--- src/design/ldm_consts.svh ---
// Timing counts and field positions for the LED display multiplexer
`ifndef LDM_CONSTS_SVH
`define LDM_CONSTS_SVH
`define LDM_CLK_MHZ        100
`define LDM_DIGIT_US       244
`define LDM_BLANK_US       6
`define LDM_FRAME_HZ       500
`define LDM_DIGIT_CYC      (`LDM_DIGIT_US * `LDM_CLK_MHZ)
`define LDM_BLANK_CYC      (`LDM_BLANK_US * `LDM_CLK_MHZ)
`define LDM_NUM_DIGITS     8
`define LDM_TB_DIV_NORMAL  1
`define LDM_TB_DIV_SLOW    4
`define LDM_SEG_DP_BIT     7
`endif

--- src/design/ldm_pkg.sv ---
// Types for the LED display multiplexer
package ldm_pkg;
  typedef enum logic [0:0] {
    LDM_ST_BLANK = 1'b0,
    LDM_ST_DRIVE = 1'b1
  } ldm_state_t;

  typedef struct packed {
    ldm_state_t  st;
    logic [1:0]  pre;
    logic [15:0] cnt;
    logic [2:0]  dig;
    logic [31:0] bcd;
    logic [2:0]  dp_pos;
    logic        ovf;
    logic [7:0]  seg;
    logic [7:0]  dsel;
  } ldm_reg_t;
endpackage : ldm_pkg

--- src/design/ldm_display_mux.sv ---
// Eight-digit seven-segment scan with blanking and leading-zero suppression
`timescale 1ns/1ps
`include "ldm_consts.svh"
// Function
// - Scan all eight digits at 500 Hz, each digit driven 244 us.
// - Insert a 6 us blank gap between one digit and the next.
// - Blank leading zeros until first nonzero digit or decimal point digit.
// - Digits below the decimal point always shown, zeros included.
// - Main counter overflow disables leading-zero blanking entirely.
// - Timebase divided by four slows frame to 125 Hz.
// - Overflow lights decimal point during the eighth digit slot.
// - Digit one carries the least significant digit.
// - Hold outside unit counting freezes the display latches.
module ldm_display_mux
  import ldm_pkg::*;
#(
  parameter int DIGIT_CYC = `LDM_DIGIT_CYC,
  parameter int BLANK_CYC = `LDM_BLANK_CYC
) (
  input  wire logic        clk_i,
  input  wire logic        resetn_i,
  input  wire logic        tb_div4_i,
  input  wire logic        result_valid_i,
  input  wire logic [31:0] result_bcd_i,
  input  wire logic [2:0]  result_dp_pos_i,
  input  wire logic        result_ovf_i,
  input  wire logic        hold_i,
  input  wire logic        unit_mode_i,
  output logic      [7:0]  seg_o,
  output logic      [7:0]  digit_sel_o,
  output logic             most_significant_digit_select_o,
  output logic             least_significant_digit_select_o
);

  ldm_reg_t q, d;

  function automatic logic [6:0] ldm_decode(input logic [3:0] v);
    unique case (v)
      4'h0: ldm_decode = 7'h3f;
      4'h1: ldm_decode = 7'h06;
      4'h2: ldm_decode = 7'h5b;
      4'h3: ldm_decode = 7'h4f;
      4'h4: ldm_decode = 7'h66;
      4'h5: ldm_decode = 7'h6d;
      4'h6: ldm_decode = 7'h7d;
      4'h7: ldm_decode = 7'h07;
      4'h8: ldm_decode = 7'h7f;
      4'h9: ldm_decode = 7'h6f;
      default: ldm_decode = 7'h00;
    endcase
  endfunction : ldm_decode

  // True when digit k is a leading zero to be blanked
  function automatic logic ldm_blank_zero(input logic [31:0] b, input logic [2:0] dp,
                                          input logic ov, input logic [2:0] k);
    logic z;
    z = 1'b1;
    if (ov || k <= dp) begin
      z = 1'b0;
    end
    for (int i = 0; i < `LDM_NUM_DIGITS; i++) begin
      if (i >= int'(k) && b[i*4 +: 4] != 4'h0) begin
        z = 1'b0;
      end
    end
    return z;
  endfunction : ldm_blank_zero

  logic [1:0]  pre_max;
  logic        tick;
  logic [3:0]  nib;
  logic [6:0]  glyph;
  logic        dp_on;

  always_comb begin
    d       = q;
    pre_max = tb_div4_i ? 2'(`LDM_TB_DIV_SLOW - 1) : 2'(`LDM_TB_DIV_NORMAL - 1);
    tick    = (q.pre >= pre_max);
    d.pre   = tick ? 2'h0 : q.pre + 2'h1;
    if (result_valid_i && !(hold_i && !unit_mode_i)) begin
      d.bcd    = result_bcd_i;
      d.dp_pos = result_dp_pos_i;
      d.ovf    = result_ovf_i;
    end
    nib   = q.bcd[q.dig*4 +: 4];
    glyph = ldm_blank_zero(q.bcd, q.dp_pos, q.ovf, q.dig) ? 7'h00 : ldm_decode(nib);
    dp_on = (q.dig == q.dp_pos && q.dp_pos != 3'h0) ||
            (q.dig == 3'(`LDM_NUM_DIGITS - 1) && q.ovf);
    if (tick) begin
      unique case (q.st)
        LDM_ST_BLANK: begin
          if (q.cnt >= 16'(BLANK_CYC - 1)) begin
            d.cnt  = 16'h0;
            d.st   = LDM_ST_DRIVE;
            d.seg  = {dp_on, glyph};
            d.dsel = 8'h01 << q.dig;
          end else begin
            d.cnt = q.cnt + 16'h1;
          end
        end
        LDM_ST_DRIVE: begin
          if (q.cnt >= 16'(DIGIT_CYC - 1)) begin
            d.cnt  = 16'h0;
            d.st   = LDM_ST_BLANK;
            d.seg  = 8'h00;
            d.dsel = 8'h00;
            d.dig  = q.dig + 3'h1;
          end else begin
            d.cnt = q.cnt + 16'h1;
          end
        end
      endcase
    end
  end

  always_ff @(posedge clk_i or negedge resetn_i) begin
    if (!resetn_i) begin
      q <= '0;
    end else begin
      q <= d;
    end
  end

  always_ff @(posedge clk_i or negedge resetn_i) begin
    if (!resetn_i) begin
      seg_o                            <= 8'h00;
      digit_sel_o                      <= 8'h00;
      most_significant_digit_select_o  <= 1'b0;
      least_significant_digit_select_o <= 1'b0;
    end else begin
      seg_o                            <= d.seg;
      digit_sel_o                      <= d.dsel;
      most_significant_digit_select_o  <= d.dsel[7];
      least_significant_digit_select_o <= d.dsel[0];
    end
  end

endmodule : ldm_display_mux

--- config.mk ---
export PLATFORM = sky130hd
export DESIGN_NAME = ldm_display_mux
export DESIGN_NICKNAME = d
export VERILOG_FILES = /design/src/design/ldm_pkg.sv /design/src/design/ldm_display_mux.sv
export VERILOG_INCLUDE_DIRS = /design/src /design/src/design
export SDC_FILE = /design/constraint.sdc
export NUM_CORES = 1
export LEC_CHECK = 0
export BUFFER_PORTS_ARGS = -buffer_cell sky130_fd_sc_hd__buf_2
export CORE_ASPECT_RATIO = 0.6
export CORE_MARGIN = 3
export CORE_UTILIZATION = 57
export CTS_CLUSTER_DIAMETER = 60
export DETAILED_ROUTE_END_ITERATION = 8
export HOLD_SLACK_MARGIN = 0.08
export PLACE_DENSITY = 0.8
export SLEW_MARGIN = 5
export SYNTH_ARGS = -nofsm -noshare
export SYNTH_HDL_FRONTEND = slang
export SYNTH_SLANG_ARGS = --single-unit
--- constraint.sdc ---
create_clock -name clk_i -period 2.5 [get_ports clk_i]
set_input_delay 0.25 -clock clk_i [delete_from_list [all_inputs] [get_ports clk_i]]
set_output_delay 0.25 -clock clk_i [all_outputs]
set_load 0.1 [all_outputs]
==> results of run 1 <==
-- per-stage QoR --
step / cells / instance area [um2]
CTS: 492 / 4680
global route: 492 / 4690
finish: 492 / 4690
floorplan: 345 / 4040
detailed placement: 475 / 4340
global placement: 475 / 4340
-- state kept, by name, indices dropped and copies added (netlist names) --
signal,flops
seg_o,8
q,58
digit_sel_o,8
-- final cells by class --
type | count | area [um2] | share of cell area
clock inverter | 6 | 87.6 | 0.0187
clock buffer | 10 | 239 | 0.0510
tap | 87 | 109 | 0.0232
timing repair buffer | 74 | 410 | 0.0876
multi-input combinational | 224 | 1920 | 0.411
inverter | 17 | 63.8 | 0.0136
sequential | 74 | 1850 | 0.395
-- cell usage after synthesis, types with 2 or more instances --
master	instances	share of area
mux4_1	6	0.039
buf_4	16	0.030
clkbuf_1	8	0.0074
nor2_1	13	0.012
nand3_1	11	0.014
o21ai_1	2	0.0025
xnor2_1	3	0.0065
a21oi_1	14	0.017
o21a_1	3	0.0056
a22oi_1	2	0.0037
or4_1	12	0.022
xor2_1	3	0.0065
mux4_2	2	0.011
inv_1	16	0.015
ha_1	17	0.053
nand4_1	6	0.0093
or3_1	5	0.0077
o21ai_0	12	0.015
nand2_1	14	0.013
a21o_1	6	0.011
dfrtp_1	74	0.46
o31ai_1	10	0.019
and4_1	3	0.0065
and3_1	2	0.0031
buf_6	4	0.011
mux2_2	38	0.11
nor3_1	4	0.0050
a22o_1	3	0.0065
nor2b_1	2	0.0031
a41oi_1	2	0.0043
mux2i_1	4	0.0099
o211ai_1	2	0.0037
a32o_1	2	0.0050
and2_1	2	0.0031
-- worst register-to-register path: stages (launching register included) --
cell	delay (ns)
dfrtp_2	0.48
mux4_1	0.63
mux2i_4	0.24
inv_1	0.12
ha_1	0.20
o21ai_0	0.24
a21oi_1	0.09
o31ai_1	0.23
-- logic make-up (layout without fill, tap and decap cells) --
family                   after synthesis  count (layout)
AND/OR/NAND/NOR                       79              79
flip-flops                            74              74
AO/OA/AOI/OAI                         69              69
multiplexers                          53              53
buffers and inverters                 47             107
adder cells (fa/ha/maj)               17              17
XOR/XNOR                               6               6
-- power breakdown --
part | switching, W | total, W | internal (W)
registers | 0.000163 | 0.00151 | 0.00135
logic | 0.000309 | 0.000601 | 0.000292
clock network | 0.000490 | 0.00139 | 0.000903
total | 0.000963 | 0.00350 | 0.00254
-- path summary, 6_finish.rpt --
kind                                              endpoint  slack (ns)  cells after the start
worst max-delay path                  seg_o[5]$_DFFE_PN0P_        0.17                      7
worst min-delay path                     q[46]$_DFFE_PN0P_        0.15                      2
worst max register to register        seg_o[5]$_DFFE_PN0P_        0.17                      7
worst min register to register  digit_sel_o[5]$_DFFE_PN0P_        0.47                      1
max in group asynchronous                q[55]$_DFFE_PN0P_        1.46                      3
min in group asynchronous                q[21]$_DFFE_PN0P_        0.34                      2
-- what timing repair did --
action,4_1_cts,5_1_grt
endpoints found under the setup margin,1,2
cloned,0,0
gates resized for setup,1,2
hold endpoints to repair,13,0
hold buffers,1,0
-- routing by layer --
layer,wire length [um],global-route usage,share of wire
met3,771,0.0803,0.087
met1,4210,0.346,0.48
met2,3690,0.317,0.42
met5,0,0,0
met4,186,0.0883,0.021
==> results.ini, run 1 <==
[worst_setup_path]
cp-start-kind = flop
path_class = flop to flop
crit_buf_inv = 1
crit_chain = mux4_1 > mux2i_4 > inv_1 > ha_1 > o21ai_0 > a21oi_1 > o31ai_1
critPathArrivalTime_ns = 2.56
critPathMaxFanout = 8
r2r_start = q[52]$_DFFE_PN0P_
cp_slowest_stage_delay_ns = 0.63
slowest_stage = mux4_1
required_ns = 2.73
crit_start = q[52]$_DFFE_PN0P_
cp_top_family = multiplexers
end_kind = flop

[timing]
setup_ws_ns = 0.168
slew_headroom = 0.671
period_share = 0.933
period_minus_slack_ns = 2.33
fmax_mhz = 429
tns_ns = 0
finalSetupViolCount = 0
hold_violations = 0
rsz0062_at_grt = false
holdWs_ns = 0.146
worst_pin_slew_ns = 0.492
final-max-slew-violation-count = 0
skew_ns = 0.00434

[route]
avgViaCountPerCell = 6.14
vias = 3023
post_drt_wl_per_cell_um = 18.0
drc = 0
postRouteAntennaNets = 0
firstDrtPassIters = 5
wirelength_mm = 8.85
drtIter0Drc = 244

[placed_design]
dp_slack_ns = -0.0278
gp_congestion = 0.889
placement.io_buffers = 59
place_hpwl_mm = 6.61

[final_layout]
nets = 459
final_cell_mix = dfrtp_1 (73), buf_2 (59), mux2_2 (38)
n_antenna_cell = 0
syn_to_final_growth_pct = 16.0
n_fill_cell = 480
drive_gt1_frac = 0.348
final_core_util = 0.693
mostFrequentLayoutCell = dfrtp_1

[yosys]
synth_cells = 345
synth_mux_area_frac = 0.179
async_flop_share = 1.00
yosys.area_share.simple = 0.107
yosysWarnings = 0
ys_ff_latch = 74
ys_seq_area_frac = 0.458
synth_edf_count = 0
synth_adder_area_share = 0.0527
avgSynthCellArea_um2 = 11.7
synth_compound_area_frac = 0.121
synth-xor-area-share = 0.0130
synth_top_family_by_area = multiplexers
syn-cell-area_mm2 = 0.00404
ys.flop_type = dfrtp_1
synth_nets = 404
ys_types = 56

[grt]
antenna_found_initial = 0
grt_use_total = 0.234
grt-ovfl-total = 0
grt_max_degree = 37
first_global_vias = 2976
grt_pass1_wl_mm = 14.6

[outcome]
outcome = complete, no violations

[power]
finalPower_w = 0.00350
ir_drop_mv = 0.598
leakage_nw = 2.17
power_density_mw_per_mm2 = 747

[min_path]
hold_class = primary input to flop
min_from = result_bcd_i[26]

[run]
drv_cap = 0

[die]
die_w_um = 115
design.core.area_mm2 = 0.00676
core.rowCount = 23
die_h_um = 71.2
io_pins = 60
initial_core_util = 0.597
die_area_mm2 = 0.00817

[clock_network]
cts_root_buffer = clkbuf_16
htreeDepth = 3
cts.clk_slew.worst_paths_ns = 0.06
cts_setup_buffers = 0
cts_buffers = 9
clk_latency_ns = 0.33
cts_sinks = 74
cts_tree = yes
cts_buffer_depth = 2

Power figures use the tool's default switching activity.
==> inputs of run 2 (changes only) <==
==> constraint.sdc (replaced) <==
create_clock -name clk_i -period 2.5 [get_ports clk_i]
set_input_delay 0.75 -clock clk_i [delete_from_list [all_inputs] [get_ports clk_i]]
set_output_delay 0.75 -clock clk_i [all_outputs]
set_load 0.1 [all_outputs]
==> run 2 against run 1 <==
  * Clock power increased by 6%
  * Total power increased by 3.5%
  * Clock-buffer cell count decreased by 1
  * Die area unchanged
  * Fmax decreased by 2.0%
  * Clock skew increased by 0.0034 ns
  * Sequential share of layout area decreased by 0.48 points
  * Utilization increased by 0.85 points
  * Sequential cell count unchanged
  * Cell count increased by 0.61%
  * Via count decreased by 0.50%
  * Routed wire length increased by 4.7%
  * Critical endpoint is now seg_o[3]$_DFFE_PN0P_
  * Largest cell class unchanged
  * Largest power group unchanged
  * Highest routed layer unchanged
==> results.ini, run 2 (synthesized netlist as in run 1, its figures left out) <==
[timing]
rsz0062_at_grt = false  ; unchanged
skew_ns = 0.00777  ; was 0.00434 ns
setup_ws_ns = 0.120  ; was 0.168 ns
fmax_mhz = 420  ; was 429 MHz
worst_pin_slew_ns = 0.491  ; was 0.492 ns
slew_headroom = 0.672  ; was 0.671
final-max-slew-violation-count = 0  ; unchanged
period_minus_slack_ns = 2.38  ; was 2.33 ns
hold_violations = 0  ; unchanged
period_share = 0.952  ; was 0.933
finalSetupViolCount = 0  ; unchanged

[worst_setup_path]
end_kind = flop  ; unchanged
critPathArrivalTime_ns = 2.64  ; was 2.56 ns
critPathMaxFanout = 8  ; unchanged
required_ns = 2.76  ; was 2.73 ns
cp-start-kind = flop  ; unchanged
path_class = flop to flop  ; unchanged

[clock_network]
cts_hold_buf = 0  ; was 1
cts_root_buffer = clkbuf_16  ; unchanged
cts_sinks = 74  ; unchanged
cts_setup_buffers = 0  ; unchanged
cts_tree = yes  ; unchanged
cts_buffer_depth = 2  ; unchanged
cts.clk_slew.worst_paths_ns = 0.06  ; about the same
cts-resized-gates = 1  ; unchanged
htreeDepth = 3  ; unchanged
clk_latency_ns = 0.34  ; was 0.33 ns
cts_buffers = 9  ; unchanged

[route]
vias = 3008  ; was 3023
firstDrtPassIters = 6  ; was 5
postRouteAntennaNets = 0  ; unchanged
avgViaCountPerCell = 6.08  ; was 6.14
wirelength_mm = 9.27  ; was 8.85 mm
drtIter0Drc = 222  ; was 244
post_drt_wl_per_cell_um = 18.7  ; was 18.0 um
drc = 0  ; unchanged

[power]
leakage_nw = 2.20  ; was 2.17 nW
ir_drop_mv = 0.703  ; was 0.598 mV
power_density_mw_per_mm2 = 765  ; was 747 mW/mm2

[final_layout]
largest_reg_flops = 58  ; unchanged
reg.largest.list = q x58, digit_sel_o x8, seg_o x8  ; unchanged
design_area_mm2 = 0.00474  ; was 0.00469 mm2
drive_gt1_frac = 0.355  ; was 0.348
syn_to_final_growth_pct = 17.5  ; was 16.0%
n_fill_cell = 472  ; was 480
largest_register = q  ; unchanged
mostFrequentLayoutCell = dfrtp_1  ; unchanged
final_cell_mix = dfrtp_1 (73), buf_2 (59), mux2_2 (38)  ; unchanged
nets = 463  ; was 459
n_antenna_cell = 0  ; unchanged

[grt]
grt_max_degree = 75  ; was 37
grt-ovfl-total = 0  ; unchanged
first_global_vias = 2934  ; was 2976
antenna_found_initial = 0  ; unchanged
grt_pass1_wl_mm = 15.2  ; was 14.6 mm
grt_use_total = 0.242  ; was 0.234

[die]
design.core.area_mm2 = 0.00676  ; unchanged
initial_core_util = 0.597  ; unchanged
io_pins = 60  ; unchanged
die_area_mm2 = 0.00817  ; unchanged
core.rowCount = 23  ; unchanged
die_h_um = 71.2  ; unchanged
die_w_um = 115  ; unchanged

[placed_design]
gp_congestion = 0.880  ; was 0.889
dp_slack_ns = -0.106  ; was -0.0278 ns
place_hpwl_mm = 6.65  ; was 6.61 mm
postPlaceCellArea_mm2 = 0.00440  ; was 0.00434 mm2
placement.io_buffers = 59  ; unchanged

[run]
drv_cap = 0  ; unchanged

[min_path]
hold_class = primary input to async pin  ; was primary input to flop

[outcome]
outcome = complete, no violations  ; unchanged

-- run 2: routing by layer --
metal	track usage	vias up	part of all wire	routed length, um
li1	-	1392	-	-
met1	0.362	1497	0.48	4450
met2	0.338	115	0.44	4050
met3	0.0872	4	0.078	725
met4	0.0553	0	0.0051	47
met5	0	-	0	0
-- run 2: report_power, final --
group / total, W / internal [W] / switching, W
Clock: 0.00147 / 0.000973 / 0.000497
Sequential: 0.00151 / 0.00135 / 0.000165
Combinational: 0.000648 / 0.000319 / 0.000329
-- run 2: final cells by class --
cell class                      count  area, um2  area share
Tap cell                           87        109      0.0229
Clock inverter                      6        115      0.0243
Clock buffer                        9        225      0.0475
Sequential cell                    74       1850       0.391
Multi-Input combinational cell    224       1920       0.404
Inverter                           17       63.8      0.0134
Timing Repair Buffer               78        463      0.0976
-- run 2: path summary, 6_finish.rpt --
| check | start | end | slack, ns | cells after the start |
|---|---|---|---|---|
| worst max-delay path | q[52]$_DFFE_PN0P_ | seg_o[3]$_DFFE_PN0P_ | 0.12 | 8 |
| worst min-delay path | resetn_i | q[26]$_DFFE_PN0P_ | 0.42 | 2 |
| worst max register to register | q[52]$_DFFE_PN0P_ | seg_o[3]$_DFFE_PN0P_ | 0.12 | 8 |
| worst min register to register | seg_o[7]$_DFFE_PN0P_ | seg_o[7]$_DFFE_PN0P_ | 0.48 | 1 |
| max in group asynchronous | resetn_i | q[52]$_DFFE_PN0P_ | 1.75 | 2 |
| min in group clk_i | seg_o[7]$_DFFE_PN0P_ | seg_o[7]$_DFFE_PN0P_ | 0.48 | 1 |
-- run 2: worst max-delay path, stage by stage, from the launching register on --
cell and delay [ns]:
dfrtp_2 0.50, mux4_1 0.65, mux2i_1 0.22, buf_4 0.17, ha_1 0.11, inv_1 0.05, mux2_2 0.26, a22o_1 0.21
o2bb2ai_1 0.12
-- run 2: metrics by stage --
step	setup TNS [ns]	power (W)	std cells	hold WS, ns	utilization
2_1_floorplan	0	0.00191	345	0.442	-
3_3_place_gp	-0.221	0.00210	480	0.461	0.651
3_5_place_dp	-1.07	0.00215	480	0.464	0.651
4_1_cts	0	0.00364	495	0.450	0.701
5_1_grt	0	0.00379	495	0.466	0.702
6_report	0	0.00363	495	0.418	0.702
==> inputs of run 3 (changes only) <==
--- a/config.mk
+++ b/config.mk
@@ -7,7 +7,6 @@
 export NUM_CORES = 1
 export LEC_CHECK = 0
 export BUFFER_PORTS_ARGS = -buffer_cell sky130_fd_sc_hd__buf_2
-export CORE_ASPECT_RATIO = 0.6
 export CORE_MARGIN = 3
 export CORE_UTILIZATION = 57
 export CTS_CLUSTER_DIAMETER = 60
==> run 3 against run 2 <==
  * First-iteration DRC count is 41% lower
  * Clock skew is 0.0021 ns higher
  * Register-to-register slack better by 0.08 ns
  * Global-route usage is 2.1 points lower
  * Total power is 15% lower
  * Routed wire length is 9.7% lower
  * Sequential power hardly changed
  * Sequential cell count stayed put
  * Die area is 0.41% lower
  * Highest routed layer unchanged
==> results.ini, run 3 (synthesized netlist as in run 1, its figures left out) <==
[outcome]
outcome = complete, no violations  ; unchanged

[clock_network]
cts_tree = yes  ; unchanged
cts_sinks = 74  ; unchanged
cts_buffers = 9  ; unchanged
cts_root_buffer = clkbuf_8  ; was clkbuf_16
cts_buffer_depth = 2  ; unchanged
htreeDepth = 3  ; unchanged
clk_latency_ns = 0.35  ; was 0.34 ns
cts.clk_slew.worst_paths_ns = 0.08  ; was 0.06 ns

[run]
drv_cap = 0  ; unchanged

[timing]
period_minus_slack_ns = 2.30  ; was 2.38 ns
finalSetupViolCount = 0  ; unchanged
hold_violations = 0  ; unchanged
final-max-slew-violation-count = 0  ; unchanged
period_share = 0.920  ; was 0.952
slew_headroom = 0.664  ; was 0.672
worst_pin_slew_ns = 0.503  ; was 0.491 ns
rsz0062_at_grt = false  ; unchanged
skew_ns = 0.00987  ; was 0.00777 ns
tns_ns = 0  ; unchanged
fmax_mhz = 435  ; was 420 MHz

[power]
ir_drop_mv = 0.524  ; was 0.703 mV
power_density_mw_per_mm2 = 666  ; was 765 mW/mm2
leakage_nw = 2.13  ; was 2.20 nW
finalPower_w = 0.00307  ; was 0.00363 W

[final_layout]
n_fill_cell = 539  ; was 472
largest_reg_flops = 58  ; unchanged
seq_area_mm2 = 0.00185  ; unchanged
drive_gt1_frac = 0.355  ; about the same
largest_register = q  ; unchanged
multiInputGateArea_mm2 = 0.00191  ; was 0.00192 mm2
nets = 463  ; unchanged
final_cell_mix = dfrtp_1 (73), buf_2 (59), mux2_2 (38)  ; unchanged
n_antenna_cell = 0  ; unchanged
mostFrequentLayoutCell = dfrtp_1  ; unchanged
syn_to_final_growth_pct = 14.3  ; was 17.5%
reg.largest.list = q x58, digit_sel_o x8, seg_o x8  ; unchanged

[worst_setup_path]
critPathMaxFanout = 6  ; was 8
end_kind = flop  ; unchanged
r2r_setup_slack_ns = 0.20  ; was 0.12 ns
crit_chain = buf_4 > mux4_1 > mux2i_1 > ha_1 > inv_1 > mux2_2 > a22o_1 > o2bb2ai_1  ; was mux4_1 > mux2i_1 > buf_4 > ha_1 > inv_1 > mux2_2 > a22o_1 > o2bb2ai_1
r2r_start = q[52]$_DFFE_PN0P_  ; unchanged
critPathArrivalTime_ns = 2.57  ; was 2.64 ns
path_class = flop to flop  ; unchanged
cp-start-kind = flop  ; unchanged
required_ns = 2.77  ; was 2.76 ns
rr_endpoint = seg_o[3]$_DFFE_PN0P_  ; unchanged
reg2regPathDepth = 8  ; unchanged
cp_slowest_stage_delay_ns = 0.54  ; was 0.65 ns
slowest_stage = mux4_1  ; unchanged

[die]
die_h_um = 90.2  ; was 71.2 um
io_pins = 60  ; unchanged
core.rowCount = 30  ; was 23
initial_core_util = 0.591  ; was 0.597
design.core.area_mm2 = 0.00683  ; was 0.00676 mm2
die_area_mm2 = 0.00813  ; was 0.00817 mm2
die_w_um = 90.2  ; was 115 um

[grt]
grt.busiest_layer = met2  ; was met1
grtUsageMet3 = 0.0644  ; was 0.0872
grt-ovfl-total = 0  ; unchanged
grt.met1_usage = 0.291  ; was 0.362
grt_max_degree = 39  ; was 75
grt_pass1_wl_mm = 14.4  ; was 15.2 mm
first_global_vias = 2978  ; was 2934
antenna_found_initial = 0  ; unchanged
grt_use_total = 0.221  ; was 0.242
grt_util_met2 = 0.354  ; was 0.338

[route]
wirelength_mm = 8.37  ; was 9.27 mm
postRouteAntennaNets = 0  ; unchanged
drc = 0  ; unchanged
post_drt_wl_per_cell_um = 16.6  ; was 18.7 um
firstDrtPassIters = 4  ; was 6
vias = 2948  ; was 3008
avgViaCountPerCell = 5.84  ; was 6.08
drtIter0Drc = 132  ; was 222

[min_path]
hold_class = primary input to async pin  ; unchanged

[placed_design]
placement.io_buffers = 59  ; unchanged
gp_congestion = 0.842  ; was 0.880
place_hpwl_mm = 6.14  ; was 6.65 mm

-- run 3: changes by cell type in the layout (fill, tap and decap cells not counted) --
cell,previous run,this run
clkbuf_16,9,0
clkbuf_8,0,9
bufinv_16,3,1
clkinvlp_4,1,3
clkinv_4,1,2
mux2i_1,3,4
mux2i_2,2,1
-- run 3: worst max-delay path, delay by kind of cell (launching register included) --
| kind | cells | cell delay [ns] |
|---|---|---|
| flip-flops | 1 | 0.46 |
| AO/OA/AOI/OAI | 2 | 0.31 |
| multiplexers | 3 | 1.06 |
| buffers and inverters | 2 | 0.21 |
| adder cells (fa/ha/maj) | 1 | 0.19 |
-- run 3: per-layer routing --
layer	routed length, um	share of wire
met4	157	0.019
met1	3680	0.44
met2	4060	0.49
met5	0	0
met3	475	0.057
-- run 3: layout make-up --
cell class	count	area share
multi-input cells	224	0.414
clock buffers	9	0.0268
inverters	17	0.0138
repair buffers	78	0.100
clock inverters	7	0.0171
well taps	96	0.0260
flip-flops and latches	74	0.402
-- run 3: worst max-delay path by stage --
| stage | slack [ns] | endpoint | from | depth (start not counted) |
|---|---|---|---|---|
| floorplan | 0.20 | seg_o[3]$_DFFE_PN0P_ | q[52]$_DFFE_PN0P_ | 8 |
| global placement | 0.09 | q[69]$_DFFE_PN0P_ | tb_div4_i | 8 |
| detailed placement | 0.04 | q[69]$_DFFE_PN0P_ | tb_div4_i | 8 |
| CTS | 0.09 | seg_o[6]$_DFFE_PN0P_ | q[52]$_DFFE_PN0P_ | 8 |
| global route | 0.01 | seg_o[1]$_DFFE_PN0P_ | q[53]$_DFFE_PN0P_ | 7 |
| finish | 0.20 | seg_o[3]$_DFFE_PN0P_ | q[52]$_DFFE_PN0P_ | 8 |
-- run 3: metrics by stage --
| step | std cells | area, um2 | hold slack, ns | setup slack [ns] | utilization |
|---|---|---|---|---|---|
| floorplan | 345 | 4040 | 0.442 | 0.203 | - |
| global placement | 489 | 4410 | 0.454 | 0.0918 | 0.646 |
| detailed placement | 489 | 4410 | 0.458 | 0.0377 | 0.646 |
| CTS | 505 | 4610 | 0.363 | 0.0868 | 0.675 |
| global route | 505 | 4610 | 0.376 | 0.0130 | 0.675 |
| finish | 505 | 4610 | 0.346 | 0.200 | 0.675 |
-- run 3: what timing repair did --
| item | in CTS | in global routing |
|---|---|---|
| setup buffers | 0 | 0 |
| hold buffers | 0 | 0 |
| setup endpoints to repair | 0 | 2 |
| gates resized for setup | 0 | 2 |
| endpoints found under the hold margin | 0 | 0 |
-- run 3: power breakdown --
| group | switching [W] | leakage, nW | internal (W) |
|---|---|---|---|
| Combinational | 0.000311 | 1.11 | 0.000316 |
| Sequential | 0.000161 | 0.928 | 0.00134 |
| Clock | 0.000476 | 0.0921 | 0.000467 |
